===== src/occs_params.svh =====
// Register map, field positions, reset values and timing counts of the clock control block
`ifndef OCCS_PARAMS_SVH
`define OCCS_PARAMS_SVH
`define OCCS_ADDR_W 5
`define OCCS_OFF_CONTROL 5'h00
`define OCCS_OFF_TUNING 5'h04
`define OCCS_OFF_IRQ_STAT 5'h08
`define OCCS_OFF_IRQ_MASK 5'h0C
`define OCCS_OFF_STATE 5'h10
`define OCCS_CTL_IDLE_BIT 7
`define OCCS_CTL_FREQ_HI 6
`define OCCS_CTL_FREQ_LO 4
`define OCCS_CTL_STARTUP_BIT 3
`define OCCS_CTL_STABLE_BIT 2
`define OCCS_CTL_SRC_HI 1
`define OCCS_CTL_SRC_LO 0
`define OCCS_TUN_LFSRC_BIT 7
`define OCCS_TUN_PLL_BIT 6
`define OCCS_TUN_TRIM_HI 5
`define OCCS_TUN_TRIM_LO 0
`define OCCS_FREQ_RESET 3'h6
`define OCCS_FREQ_LOWEST 3'h0
`define OCCS_TUNING_RESET 8'h00
`define OCCS_IRQ_N 4
`define OCCS_IRQ_SWITCH_DONE 0
`define OCCS_IRQ_STARTUP_DONE 1
`define OCCS_IRQ_RC_STABLE 2
`define OCCS_IRQ_POWER_DOWN 3
`define OCCS_MCLK_HZ 25000000
`define OCCS_STARTUP_CYCLES 11'd1024
`define OCCS_OLD_TICKS 2'd2
`define OCCS_NEW_TICKS 2'd3
`define OCCS_CLKOUT_DIV 2'd2
`endif


===== src/occs_pkg.sv =====
// Types shared by the clock control block
package occs_pkg;
  typedef enum logic [2:0] {
    OCCS_MODE_EXT_PLL = 3'b000,
    OCCS_MODE_EXT = 3'b001,
    OCCS_MODE_XTAL_PLL = 3'b010,
    OCCS_MODE_XTAL = 3'b011,
    OCCS_MODE_INT_PLL_CLKOUT = 3'b100,
    OCCS_MODE_INT_CLKOUT = 3'b101,
    OCCS_MODE_INT_PLL_IO = 3'b110,
    OCCS_MODE_INT_IO = 3'b111
  } occs_mode_e;
  typedef enum logic [1:0] {
    OCCS_SRC_DEFAULT = 2'b00,
    OCCS_SRC_SECONDARY = 2'b01,
    OCCS_SRC_PRIMARY = 2'b10,
    OCCS_SRC_INTERNAL = 2'b11
  } occs_src_e;
  typedef enum logic [1:0] {
    OCCS_SW_IDLE = 2'b00,
    OCCS_SW_OLD = 2'b01,
    OCCS_SW_NEW = 2'b10
  } occs_sw_state_e;
  typedef struct packed {
    logic read;
    logic write;
    logic [4:0] address;
    logic [31:0] writedata;
    logic [3:0] byteenable;
  } occs_avm_req_s;
  typedef struct packed {
    logic drive;
    logic oe;
  } occs_pin_s;
endpackage


===== src/occs_switch.sv =====
// Glitch-free system clock source switch sequencer
`timescale 1ns/10ps
`include "occs_params.svh"
module occs_switch (
  input wire logic mclk_in, // System clock
  input wire logic rst_n_in, // Async reset, active low
  input wire logic ce_in, // Clock enable
  input wire logic start_in, // Pulse: begin a switch
  input wire occs_pkg::occs_src_e target_in, // Resolved new source
  input wire logic [3:0] tick_in, // One tick per source, indexed by code
  input wire logic [3:0] stable_in, // Source stable, indexed by code
  output occs_pkg::occs_src_e active_out, // Source now clocking the core
  output logic busy_out, // Clock paused while high
  output logic done_out // Pulse: switch complete
);
  import occs_pkg::*;
  occs_sw_state_e state;
  occs_src_e target;
  logic [1:0] tick_cnt;

  always_ff @(posedge mclk_in or negedge rst_n_in)
  begin
    if (!rst_n_in)
    begin
      state <= OCCS_SW_IDLE;
      target <= OCCS_SRC_PRIMARY;
      active_out <= OCCS_SRC_PRIMARY;
      tick_cnt <= 2'h0;
      done_out <= 1'b0;
    end
    else if (ce_in)
    begin
      done_out <= 1'b0;
      // A new request restarts the sequence toward the latest target
      if (start_in)
      begin
        state <= OCCS_SW_OLD;
        target <= target_in;
        tick_cnt <= 2'h0;
      end
      else
      begin
        case (state)
          OCCS_SW_OLD:
          begin
            if (tick_in[active_out])
            begin
              if (tick_cnt == `OCCS_OLD_TICKS - 2'd1)
              begin
                state <= OCCS_SW_NEW;
                tick_cnt <= 2'h0;
              end
              else
                tick_cnt <= tick_cnt + 2'd1;
            end
          end
          OCCS_SW_NEW:
          begin
            // New ticks only count once the new source is stable
            if (tick_in[target] && stable_in[target])
            begin
              if (tick_cnt == `OCCS_NEW_TICKS - 2'd1)
              begin
                state <= OCCS_SW_IDLE;
                active_out <= target;
                done_out <= 1'b1;
                tick_cnt <= 2'h0;
              end
              else
                tick_cnt <= tick_cnt + 2'd1;
            end
          end
          default:
            state <= OCCS_SW_IDLE;
        endcase
      end
    end
  end

  assign busy_out = (state != OCCS_SW_IDLE);
endmodule // occs_switch


===== src/occs_top.sv =====
// Oscillator mode, clock select and tuning control block with Avalon-MM registers
`timescale 1ns/10ps
`include "occs_params.svh"
// Function
// - Eight oscillator modes from three-bit configuration
// - External clock mode drives Fosc/4 out
// - First internal modes: clock out pin6, pin7 I/O
// - Second internal modes: pins 6, 7 I/O
// - Idle bit picks idle or sleep
// - Fast RC frequency code, reset 110
// - Frequency change applies at once on internal
// - Lowest code: divided fast RC or slow RC
// - Start-up done after timer, reset follows config
// - Fast RC stable flag, resets zero
// - Two-bit source select decoding
// - Source select change starts switch
// - PLL enable bit, resets zero
// - Six-bit signed trim, resets zero
// - Reset clears source select
// - Glitch-free switch: 2 old, 3 new
module occs_top (
  input wire logic mclk_in, // System clock, 25 MHz
  input wire logic rst_n_in, // Async reset, active low
  input wire logic ce_in, // Clock enable, freezes state when low
  input wire occs_pkg::occs_avm_req_s avm_req_in, // Avalon-MM request
  output logic [31:0] avm_readdata_out, // Avalon-MM read data
  output logic avm_waitrequest_out, // Avalon-MM waitrequest
  output logic irq_out, // Level interrupt
  input wire occs_pkg::occs_mode_e osc_mode_cfg_in, // Nonvolatile mode field
  input wire logic two_speed_startup_cfg_in, // Two-speed start-up config
  input wire logic primary_osc_in, // Primary clock pin level
  input wire logic primary_running_in, // Primary oscillator oscillating
  input wire logic secondary_running_in, // Secondary oscillator stable
  input wire logic fast_rc_ready_in, // Fast RC frequency settled
  input wire logic [3:0] src_tick_in, // Per-source tick strobes
  input wire logic sleep_exec_in, // Pulse: sleep instruction executed
  input wire occs_pkg::occs_pin_s gpio6_in, // Port logic drive for pin 6
  input wire occs_pkg::occs_pin_s gpio7_in, // Port logic drive for pin 7
  input wire logic port_a_pin6_in, // Pin 6 level
  input wire logic port_a_pin7_in, // Pin 7 level
  output logic port_a_pin6_out, // Pin 6 drive value
  output logic port_a_pin6_oe_out, // Pin 6 output enable
  output logic port_a_pin7_out, // Pin 7 drive value
  output logic port_a_pin7_oe_out, // Pin 7 output enable
  output logic primary_osc_out, // Primary output pin drive value
  output logic primary_osc_oe_out, // Primary output pin enable
  output logic [1:0] gpio_level_out, // Registered pin 7/6 levels
  output occs_pkg::occs_src_e active_src_out, // Source clocking the core
  output logic clock_pause_out, // Core clock held during switch
  output logic [2:0] fast_rc_freq_sel_out, // Fast RC postscaler code
  output logic fast_rc_div256_out, // Low clock from fast RC / 256
  output logic freq_apply_out, // Pulse: new fast RC rate applied
  output logic [5:0] fast_rc_trim_out, // Fast RC trim value
  output logic pll_on_out, // PLL running
  output logic idle_enter_out, // Pulse: enter idle
  output logic sleep_enter_out // Pulse: enter sleep
);
  import occs_pkg::*;

  function automatic logic is_internal(input occs_mode_e m);
    is_internal = m[2];
  endfunction

  function automatic occs_src_e resolve_src(input logic [1:0] sel, input occs_mode_e m);
    if (sel == OCCS_SRC_DEFAULT)
      resolve_src = is_internal(m) ? OCCS_SRC_INTERNAL : OCCS_SRC_PRIMARY;
    else
      resolve_src = occs_src_e'(sel);
  endfunction

  function automatic logic is_pll_mode(input occs_mode_e m);
    is_pll_mode = (m == OCCS_MODE_XTAL_PLL) || (m == OCCS_MODE_INT_PLL_CLKOUT) ||
                  (m == OCCS_MODE_INT_PLL_IO);
  endfunction

  logic idle_on_sleep_sel;
  logic [2:0] fast_rc_freq_sel;
  logic primary_startup_done;
  logic fast_rc_stable;
  logic [1:0] sysclk_source_sel;
  logic low_freq_source_sel;
  logic pll_enable_bit;
  logic [5:0] fast_rc_trim;
  logic [`OCCS_IRQ_N-1:0] irq_stat;
  logic [`OCCS_IRQ_N-1:0] irq_mask;
  logic [`OCCS_IRQ_N-1:0] irq_event;
  logic bus_ack;
  logic bus_req;
  logic wr_fire;
  logic wr_lane0;
  logic [7:0] wdata;
  logic [31:0] next_readdata;
  logic init_pending;
  logic [10:0] startup_cnt;
  logic startup_done_q;
  logic stable_q;
  logic src_start;
  occs_src_e target_src;
  logic [3:0] src_stable;
  logic switch_done;
  logic [1:0] clkout_div;
  logic clkout;
  logic [7:0] osc_control_reg;
  logic [7:0] osc_tuning_reg;

  // One wait state: request seen, then completed on the next edge
  assign bus_req = avm_req_in.read | avm_req_in.write;
  assign avm_waitrequest_out = bus_req & ~bus_ack;
  assign wr_fire = ce_in & avm_req_in.write & bus_ack;
  assign wr_lane0 = wr_fire & avm_req_in.byteenable[0];
  assign wdata = avm_req_in.writedata[7:0];

  always_ff @(posedge mclk_in or negedge rst_n_in)
  begin
    if (!rst_n_in)
      bus_ack <= 1'b0;
    else if (ce_in)
      bus_ack <= bus_req & ~bus_ack;
  end

  assign osc_control_reg = {idle_on_sleep_sel, fast_rc_freq_sel, primary_startup_done,
                            fast_rc_stable, sysclk_source_sel};
  assign osc_tuning_reg = {low_freq_source_sel, pll_enable_bit, fast_rc_trim};

  always_comb
  begin
    next_readdata = 32'h0000_0000;
    case (avm_req_in.address)
      `OCCS_OFF_CONTROL: next_readdata[7:0] = osc_control_reg;
      `OCCS_OFF_TUNING: next_readdata[7:0] = osc_tuning_reg;
      `OCCS_OFF_IRQ_STAT: next_readdata[`OCCS_IRQ_N-1:0] = irq_stat;
      `OCCS_OFF_IRQ_MASK: next_readdata[`OCCS_IRQ_N-1:0] = irq_mask;
      `OCCS_OFF_STATE: next_readdata[7:0] = {1'b0, osc_mode_cfg_in, 1'b0,
                                             clock_pause_out, active_src_out};
      default: next_readdata = 32'h0000_0000;
    endcase
  end

  always_ff @(posedge mclk_in or negedge rst_n_in)
  begin
    if (!rst_n_in)
      avm_readdata_out <= 32'h0000_0000;
    else if (ce_in && avm_req_in.read && !bus_ack)
      avm_readdata_out <= next_readdata;
  end

  // Control register, writable fields
  always_ff @(posedge mclk_in or negedge rst_n_in)
  begin
    if (!rst_n_in)
    begin
      idle_on_sleep_sel <= 1'b0;
      fast_rc_freq_sel <= `OCCS_FREQ_RESET;
      sysclk_source_sel <= 2'b00;
    end
    else if (wr_lane0 && avm_req_in.address == `OCCS_OFF_CONTROL)
    begin
      idle_on_sleep_sel <= wdata[`OCCS_CTL_IDLE_BIT];
      fast_rc_freq_sel <= wdata[`OCCS_CTL_FREQ_HI:`OCCS_CTL_FREQ_LO];
      sysclk_source_sel <= wdata[`OCCS_CTL_SRC_HI:`OCCS_CTL_SRC_LO];
    end
  end

  // Tuning register
  always_ff @(posedge mclk_in or negedge rst_n_in)
  begin
    if (!rst_n_in)
    begin
      low_freq_source_sel <= 1'(`OCCS_TUNING_RESET >> `OCCS_TUN_LFSRC_BIT);
      pll_enable_bit <= 1'b0;
      fast_rc_trim <= 6'h00;
    end
    else if (wr_lane0 && avm_req_in.address == `OCCS_OFF_TUNING)
    begin
      low_freq_source_sel <= wdata[`OCCS_TUN_LFSRC_BIT];
      pll_enable_bit <= wdata[`OCCS_TUN_PLL_BIT];
      fast_rc_trim <= wdata[`OCCS_TUN_TRIM_HI:`OCCS_TUN_TRIM_LO];
    end
  end

  // Start-up timer restarts whenever the primary oscillator stops
  always_ff @(posedge mclk_in or negedge rst_n_in)
  begin
    if (!rst_n_in)
    begin
      startup_cnt <= 11'h000;
      startup_done_q <= 1'b0;
    end
    else if (ce_in)
    begin
      if (!primary_running_in)
      begin
        startup_cnt <= 11'h000;
        startup_done_q <= 1'b0;
      end
      else if (startup_cnt == `OCCS_STARTUP_CYCLES - 11'd1)
        startup_done_q <= 1'b1;
      else
        startup_cnt <= startup_cnt + 11'd1;
    end
  end

  // Config strap is caught on the first clocked cycle after release
  always_ff @(posedge mclk_in or negedge rst_n_in)
  begin
    if (!rst_n_in)
      init_pending <= 1'b1;
    else if (ce_in)
      init_pending <= 1'b0;
  end

  // Status bits follow hardware only; bus writes never reach them
  always_ff @(posedge mclk_in or negedge rst_n_in)
  begin
    if (!rst_n_in)
    begin
      primary_startup_done <= 1'b0;
      fast_rc_stable <= 1'b0;
      stable_q <= 1'b0;
    end
    else if (ce_in)
    begin
      if (init_pending)
        primary_startup_done <= two_speed_startup_cfg_in;
      else
        primary_startup_done <= startup_done_q;
      fast_rc_stable <= fast_rc_ready_in;
      stable_q <= fast_rc_stable;
    end
  end

  // Sleep instruction outcome
  always_ff @(posedge mclk_in or negedge rst_n_in)
  begin
    if (!rst_n_in)
    begin
      idle_enter_out <= 1'b0;
      sleep_enter_out <= 1'b0;
    end
    else if (ce_in)
    begin
      idle_enter_out <= sleep_exec_in & idle_on_sleep_sel;
      sleep_enter_out <= sleep_exec_in & ~idle_on_sleep_sel;
    end
  end

  // Source switch request on any change of the select field
  assign target_src = resolve_src(wr_lane0 && avm_req_in.address == `OCCS_OFF_CONTROL ?
                                  wdata[`OCCS_CTL_SRC_HI:`OCCS_CTL_SRC_LO] :
                                  sysclk_source_sel, osc_mode_cfg_in);
  assign src_start = init_pending |
                     (wr_lane0 && avm_req_in.address == `OCCS_OFF_CONTROL &&
                      wdata[`OCCS_CTL_SRC_HI:`OCCS_CTL_SRC_LO] != sysclk_source_sel);

  // Slow RC is always running, so the lowest code with the slow RC selected never waits on the fast RC
  assign src_stable[OCCS_SRC_DEFAULT] = 1'b0;
  assign src_stable[OCCS_SRC_SECONDARY] = secondary_running_in;
  assign src_stable[OCCS_SRC_PRIMARY] = startup_done_q;
  assign src_stable[OCCS_SRC_INTERNAL] = fast_rc_stable |
    (fast_rc_freq_sel == `OCCS_FREQ_LOWEST && !low_freq_source_sel);

  occs_switch u_switch (
    .mclk_in(mclk_in),
    .rst_n_in(rst_n_in),
    .ce_in(ce_in),
    .start_in(src_start),
    .target_in(target_src),
    .tick_in(src_tick_in),
    .stable_in(src_stable),
    .active_out(active_src_out),
    .busy_out(clock_pause_out),
    .done_out(switch_done)
  );

  // Fast RC settings take effect with no handshake
  always_ff @(posedge mclk_in or negedge rst_n_in)
  begin
    if (!rst_n_in)
    begin
      fast_rc_freq_sel_out <= `OCCS_FREQ_RESET;
      fast_rc_div256_out <= 1'b0;
      freq_apply_out <= 1'b0;
      fast_rc_trim_out <= 6'h00;
      pll_on_out <= 1'b0;
    end
    else if (ce_in)
    begin
      fast_rc_freq_sel_out <= fast_rc_freq_sel;
      fast_rc_div256_out <= (fast_rc_freq_sel == `OCCS_FREQ_LOWEST) &
                            low_freq_source_sel;
      freq_apply_out <= (fast_rc_freq_sel != fast_rc_freq_sel_out) &&
                        (active_src_out == OCCS_SRC_INTERNAL);
      fast_rc_trim_out <= fast_rc_trim;
      pll_on_out <= (osc_mode_cfg_in == OCCS_MODE_EXT_PLL) |
                    (pll_enable_bit & is_pll_mode(osc_mode_cfg_in));
    end
  end

  // Instruction-rate clock: core clock divided by four
  always_ff @(posedge mclk_in or negedge rst_n_in)
  begin
    if (!rst_n_in)
    begin
      clkout_div <= 2'h0;
      clkout <= 1'b0;
    end
    else if (ce_in && !clock_pause_out)
    begin
      if (clkout_div == `OCCS_CLKOUT_DIV - 2'd1)
      begin
        clkout_div <= 2'h0;
        clkout <= ~clkout;
      end
      else
        clkout_div <= clkout_div + 2'd1;
    end
  end

  // Pin functions per oscillator mode
  always_ff @(posedge mclk_in or negedge rst_n_in)
  begin
    if (!rst_n_in)
    begin
      primary_osc_out <= 1'b0;
      primary_osc_oe_out <= 1'b0;
      port_a_pin6_out <= 1'b0;
      port_a_pin6_oe_out <= 1'b0;
      port_a_pin7_out <= 1'b0;
      port_a_pin7_oe_out <= 1'b0;
      gpio_level_out <= 2'b00;
    end
    else if (ce_in)
    begin
      primary_osc_out <= 1'b0;
      primary_osc_oe_out <= 1'b0;
      port_a_pin6_out <= 1'b0;
      port_a_pin6_oe_out <= 1'b0;
      port_a_pin7_out <= gpio7_in.drive;
      port_a_pin7_oe_out <= gpio7_in.oe;
      gpio_level_out <= {port_a_pin7_in, port_a_pin6_in};
      case (osc_mode_cfg_in)
        OCCS_MODE_EXT:
        begin
          primary_osc_out <= clkout;
          primary_osc_oe_out <= 1'b1;
        end
        OCCS_MODE_EXT_PLL:
        begin
          port_a_pin6_out <= clkout;
          port_a_pin6_oe_out <= 1'b1;
        end
        OCCS_MODE_INT_PLL_CLKOUT, OCCS_MODE_INT_CLKOUT:
        begin
          port_a_pin6_out <= clkout;
          port_a_pin6_oe_out <= 1'b1;
        end
        OCCS_MODE_INT_PLL_IO, OCCS_MODE_INT_IO:
        begin
          port_a_pin6_out <= gpio6_in.drive;
          port_a_pin6_oe_out <= gpio6_in.oe;
        end
        default:
        begin
          // Crystal modes: pin 6 belongs to the analogue amplifier, pin 7 stays port I/O
          port_a_pin6_oe_out <= 1'b0;
        end
      endcase
    end
  end

  // Interrupt events
  assign irq_event[`OCCS_IRQ_SWITCH_DONE] = switch_done;
  assign irq_event[`OCCS_IRQ_STARTUP_DONE] = startup_done_q & ~primary_startup_done &
                                             ~init_pending;
  assign irq_event[`OCCS_IRQ_RC_STABLE] = fast_rc_stable & ~stable_q;
  assign irq_event[`OCCS_IRQ_POWER_DOWN] = idle_enter_out | sleep_enter_out;

  genvar gi;
  generate
    for (gi = 0; gi < `OCCS_IRQ_N; gi = gi + 1)
    begin : g_irq
      // Set wins over a simultaneous write-one clear
      always_ff @(posedge mclk_in or negedge rst_n_in)
      begin
        if (!rst_n_in)
          irq_stat[gi] <= 1'b0;
        else if (ce_in)
        begin
          if (irq_event[gi])
            irq_stat[gi] <= 1'b1;
          else if (wr_lane0 && avm_req_in.address == `OCCS_OFF_IRQ_STAT && wdata[gi])
            irq_stat[gi] <= 1'b0;
        end
      end
    end
  endgenerate

  always_ff @(posedge mclk_in or negedge rst_n_in)
  begin
    if (!rst_n_in)
      irq_mask <= '0;
    else if (wr_lane0 && avm_req_in.address == `OCCS_OFF_IRQ_MASK)
      irq_mask <= wdata[`OCCS_IRQ_N-1:0];
  end

  assign irq_out = |(irq_stat & irq_mask);
endmodule // occs_top


===== config.mk =====
export PLATFORM = sky130hd
export DESIGN_NAME = occs_top
export DESIGN_NICKNAME = d
export VERILOG_FILES = /design/src/occs_pkg.sv /design/src/occs_switch.sv /design/src/occs_top.sv
export VERILOG_INCLUDE_DIRS = /design/src /design/src/src
export SDC_FILE = /design/constraint.sdc
export NUM_CORES = 1
export LEC_CHECK = 0
export ABC_AREA = 1
export BUFFER_PORTS_ARGS = -buffer_cell sky130_fd_sc_hd__buf_2
export CORE_MARGIN = 3
export CORE_UTILIZATION = 45
export CTS_CLUSTER_DIAMETER = 50
export DETAILED_ROUTE_END_ITERATION = 10
export GPL_TIMING_DRIVEN = 1
export PLACE_DENSITY_LB_ADDON = 0.3
export REMOVE_ABC_BUFFERS = 1
export SYNTH_ARGS = -nofsm -noshare
export SYNTH_HDL_FRONTEND = slang
export SYNTH_SLANG_ARGS = --single-unit
export TNS_END_PERCENT = 20

===== constraint.sdc =====
create_clock -name mclk_in -period 2.7 [get_ports mclk_in]
set_input_delay 0.27 -clock mclk_in [delete_from_list [all_inputs] [get_ports mclk_in]]
set_output_delay 0.27 -clock mclk_in [all_outputs]
set_load 0.1 [all_outputs]

# Yosys cells after proc, flatten, opt, wreduce, memory -nomap -nowiden
# Index checks and enable logic that the tools add are counted.
dict set report totals {
  regBits 81
  output_inout_bits 59
}
dict set report classes {
  n_lt_le_gt_ge 2
  bitwise_logic 24
  muxes 45
  addsub 3
  reduce_logical 44
  eq_ne 25
}
# cell count
set op_table {}
lappend op_table {{$mux W2} 13}
lappend op_table {{$mux W11} 2}
lappend op_table {{$mux W1} 21}
lappend op_table {{$pmux W4 S5} 1}
lappend op_table {{$reduce_and A2 Y1} 8}
lappend op_table {{$logic_and A1 B1 Y1} 15}
lappend op_table {{$eq A3 B3 Y1 const B} 4}
lappend op_table {{$ne A3 B2 Y1 const B} 4}
lappend op_table {{$pmux W4 S3} 1}
lappend op_table {{$add A11 B1 Y11 const B} 1}
lappend op_table {{$and A1 B1 Y1} 11}
lappend op_table {{$eq A11 B10 Y1 const B} 1}
lappend op_table {{$eq A5 B4 Y1 const B} 2}
lappend op_table {{$reduce_and A5 Y1} 2}
lappend op_table {{$reduce_bool A2 Y1} 5}
lappend op_table {{$pmux W2 S2} 2}
lappend op_table {{$not A1 Y1} 7}
lappend op_table {{$bmux W1 S2} 3}
lappend op_table {{$eq A2 B1 Y1 const B} 3}
lappend op_table {{$eq A2 B2 Y1 const B} 3}
lappend op_table {{$logic_not A3 Y1} 2}
lappend op_table {{$lt A2 B3 Y1 const B} 2}
lappend op_table {{$eq A5 B3 Y1 const B} 1}
lappend op_table {{$eq A5 B5 Y1 const B} 1}
lappend op_table {{19 further kinds} 28}

# Longest topological paths before layout
dict set report logic_depth {
  ltp_word 9
  mapped_depth 10
}

# Cells and area by module
# Synthesis repeated with hierarchy kept, for this count alone.
dict set report unflattened {
  hier_cells 538
  hier_area_um2 4292.9
}
# module n_inst seq_area_each_um2 cells_per_inst area_per_inst_um2
set modules_own_cells {}
lappend modules_own_cells {occs_top 1 1808.0 457 3737.3}
lappend modules_own_cells {occs_switch 1 227.7 81 555.5}

# Least setup slack after synthesis
# Ideal clock, no wire load.
dict set report synth_timing {
  kind {reg-to-output}
  from {reg bus_ack}
  to {out avm_waitrequest_out}
  setup_slack_ns 0.700
  path_stages_with_launch 2
  arrival_ns 1.730
  path_buffers 0
  path_cell_list {dfrtp_1 -> nor2_1}
}
dict set report synth_between {
  elab_chain_len 2
}
# item line
set synth_lines {}
lappend synth_lines {{start: declaration} occs_top.sv:87} ;# logic bus_ack;
lappend synth_lines {{start signal: assignment} occs_top.sv:118} ;# bus_ack <= bus_req & ~bus_ack;
lappend synth_lines {{$not A1 Y1} occs_top.sv:108} ;# assign avm_waitrequest_out = bus_req & ~bus_ack;
lappend synth_lines {{$and A1 B1 Y1} occs_top.sv:108}
lappend synth_lines {{end: declaration} occs_top.sv:27} ;# output logic avm_waitrequest_out,
# Every way passes these cells.

# Worst setup path in the final report
# Same ends and word-level chain as after synthesis.

==> metrics.yaml <==
path_buf_inv: 1
cts_setup_buffers: 0
synthArstFlopShare_pct: 100
die-area_um2: 10200
cp_max_fo: 4
clockPowerShare_pct: 31.5
synth_cell_type_count: 40
first_pass_iters: 4
gr-total-overflow: 0
yosysSeqAreaShare_pct: 50.2
post-route-util_pct: 53.1
fmax_ghz: 0.592
area_delta_synth_final_pct: 14.1
yosys.area.top_type: "dfrtp_1"
finalSetupViolations: 0
clkLatencyLatePin_ns: 0.35
synthFlopType: "dfrtp_1"
power.internal_mw: 1.96
critPathArrivalTime_ns: 1.42
portBuffers: 71
ctsResizeCount: 0
cpPeakStageDelay_ns: 0.45
grt_pass1_wl_um: 15400
r2r_slack_ns: 1.01
wl_per_cell_um: 13.9
finalWeightedCongestion: 0.850
clock-sinks: 81
synth_area_um2: 4060
cp_slowest_cell: "dfrtp_1"
postSynthCellCount: 492
synth_warnings: 0
crit_path_start_kind: "register"
core_um2: 8720
dp_hpwl_um: 6810
n_antenna_cell: 0
ioPinCount: 124
critical_path_class: "register to primary output"
finalHoldViolCount: 0
synth_edf_count: 0
tightest_slew_ns: 1.01
rsz0062_at_grt: "false"
viasPerCell: 5.00
fin_crit_sh_pct: 62.5
synth_area_leaders: "dfrtp_1 (46%), nand2_1 (13%), o21ai_0 (6.5%), dfstp_2 (4.5%), inv_1 (4.5%)"
cts_buffers: 9
combPwrFrac_pct: 23.9
initial_core_util_pct: 46.5
worstPathRequired_ns: 2.43
ys_top_cells_by_count: "nand2_1 (143), dfrtp_1 (74), o21ai_0 (53)"
path_delay_family: "flip-flops"
hp-class: "input pin to async pin"
first_iter_violations: 153
power_density_nw_per_um2: 663
cp-end-kind: "primary output"
power.leakage_nw: 2.38
slew-limit-headroom_pct: 32.9
hold_buffers: 0
htreeDepth: 3
grt_pass1_vias: 3178
post-route-min-period_ns: 1.69
nNetsFinal: 631
die_h_um: 101
grt_max_degree: 82
path_cells: "nor2_1 > buf_2"
p_sw_mw: 1.11
clk_path_buf_depth: 2
drt-total-wl_um: 9430
tritoncts: "yes"
peakVddDrop_v: 0.000231
status: "completed"
vias: 3393
fp-row-count: 34
drv_slew: 0
clock-root-buffer: "clkbuf_8"
setup_tns_ns: 0
drc: 0
grt_use_total_pct: 18.8
p_sw_share_pct: 36.2
antenna_left: 0
drv_cap: 0
clk_pin_slew_ns: 0.08
synth_top_area_share_pct: 45.6
avgSynthCellArea_um2: 8.25
yosysMostFrequentCell: "nand2_1"
synth_seq_cells: 81
p_seq_share_pct: 44.6
skew_ns: 0.0138
antenna_found_initial: 0
drive_gt1_share_pct: 20.9
die_w_um: 101
-- cells by family after synthesis --
| group | synth area share (%) |
|---|---|
| simple gates | 24.6 |
| buf+inv | 10.7 |
| flops | 50.2 |
| other cells | 0.0924 |
| mux | 0.277 |
| xor+xnor | 1.51 |
| fa+ha+maj | 0.308 |
| compound gates | 12.3 |
-- path summary, 6_finish.rpt --
check	startpoint	end	cells past startpoint
min in group mclk_in	port_a_pin6_in	gpio_level_out[0]	3
worst max register to register	startup_cnt[0]	startup_cnt[8]	10
worst max-delay path	bus_ack	avm_waitrequest_out	2
worst min register to register	idle_on_sleep_sel	sleep_enter_out	1
worst min-delay path	rst_n_in	fast_rc_trim_out[5]	1
max in group asynchronous	rst_n_in	avm_readdata_out[2]	1
-- layout make-up --
cell class	instances	area (um^2)
Timing Repair Buffer	73	373
Clock inverter	5	81.3
Multi-Input combinational cell	347	1670
Sequential cell	81	2040
Inverter	53	199
Fill cell	842	4090
Tap cell	108	135
Clock buffer	11	131
-- layer usage --
| metal | up-vias | share of wire, % | GRT usage [%] |
|---|---|---|---|
| li1 | 1675 | - | - |
| met1 | 1614 | 44 | 24.7 |
| met2 | 97 | 50 | 32.3 |
| met3 | 7 | 5.8 | 2.98 |
| met4 | 0 | 0.68 | 5.52 |
| met5 | - | 0 | 0 |
-- registers in the layout, indices dropped and copies added, names as in the netlist, 3 cells and up --
name	cells
startup_cnt	11
fast_rc_freq_sel_out	3
avm_readdata_out	8
irq_mask	4
fast_rc_trim_out	6
fast_rc_trim	6
irq_stat	4
fast_rc_freq_sel	3
-- cells in the final DEF, fill, tap and decap left out, types with 2 or more instances in the layout --
| cell | n |
|---|---|
| nand2_1 | 143 |
| clkbuf_1 | 2 |
| clkbuf_8 | 9 |
| a21oi_1 | 17 |
| nor3b_1 | 2 |
| nor3_1 | 3 |
| nand2_2 | 3 |
| xnor2_1 | 5 |
| bufinv_16 | 2 |
| o2111ai_1 | 2 |
| o22ai_1 | 3 |
| buf_4 | 3 |
| o31ai_1 | 2 |
| conb_1 | 24 |
| nand3_2 | 3 |
| nand3_1 | 19 |
| inv_1 | 49 |
| o21ai_0 | 53 |
| o21ai_2 | 2 |
| o21ai_1 | 9 |
| nor2_1 | 30 |
| dfrtp_1 | 74 |
| dfstp_2 | 7 |
| buf_2 | 70 |
| nand4_1 | 5 |
| xor2_1 | 2 |
| nor2_2 | 5 |
| nor2_4 | 2 |
| nor3_2 | 2 |
| o211ai_1 | 2 |
| inv_2 | 3 |
-- power groups by stage --
| stage | clock network [mW] | logic [mW] | registers [mW] |
|---|---|---|---|
| final | 0.967 | 0.732 | 1.37 |
| after global routing | 1.03 | 0.788 | 1.38 |
| after CTS | 0.988 | 0.736 | 1.37 |
| after detailed placement | 0 | 0.733 | 1.39 |
| after global placement | 0 | 0.723 | 1.39 |
| after floorplan | 0 | 0.363 | 1.60 |
-- worst reg2reg max path, cell delays in order (launching register included) --
cell,delay (ns)
dfrtp_1,0.39
ha_1,0.22
nand2_1,0.08
nor2_2,0.05
nand3_1,0.14
nand2_1,0.08
nand2_2,0.20
nand2_1,0.12
nor2_1,0.13
o21ai_0,0.09
a21oi_1,0.12
-- per-stage QoR --
step | hold WS (ns) | power [mW] | worst slack (ns) | instances | instance area (um^2)
2_1_floorplan | -0.0256 | 1.96 | 0.700 | 481 | 3910
3_3_place_gp | 0.441 | 2.11 | 0.895 | 662 | 4420
5_1_grt | 0.120 | 3.20 | 0.811 | 678 | 4630
4_1_cts | 0.114 | 3.09 | 0.990 | 678 | 4630
6_report | 0.0861 | 3.07 | 1.01 | 678 | 4630
3_5_place_dp | 0.447 | 2.13 | 0.888 | 662 | 4420
(Power assumes the default switching activity.)
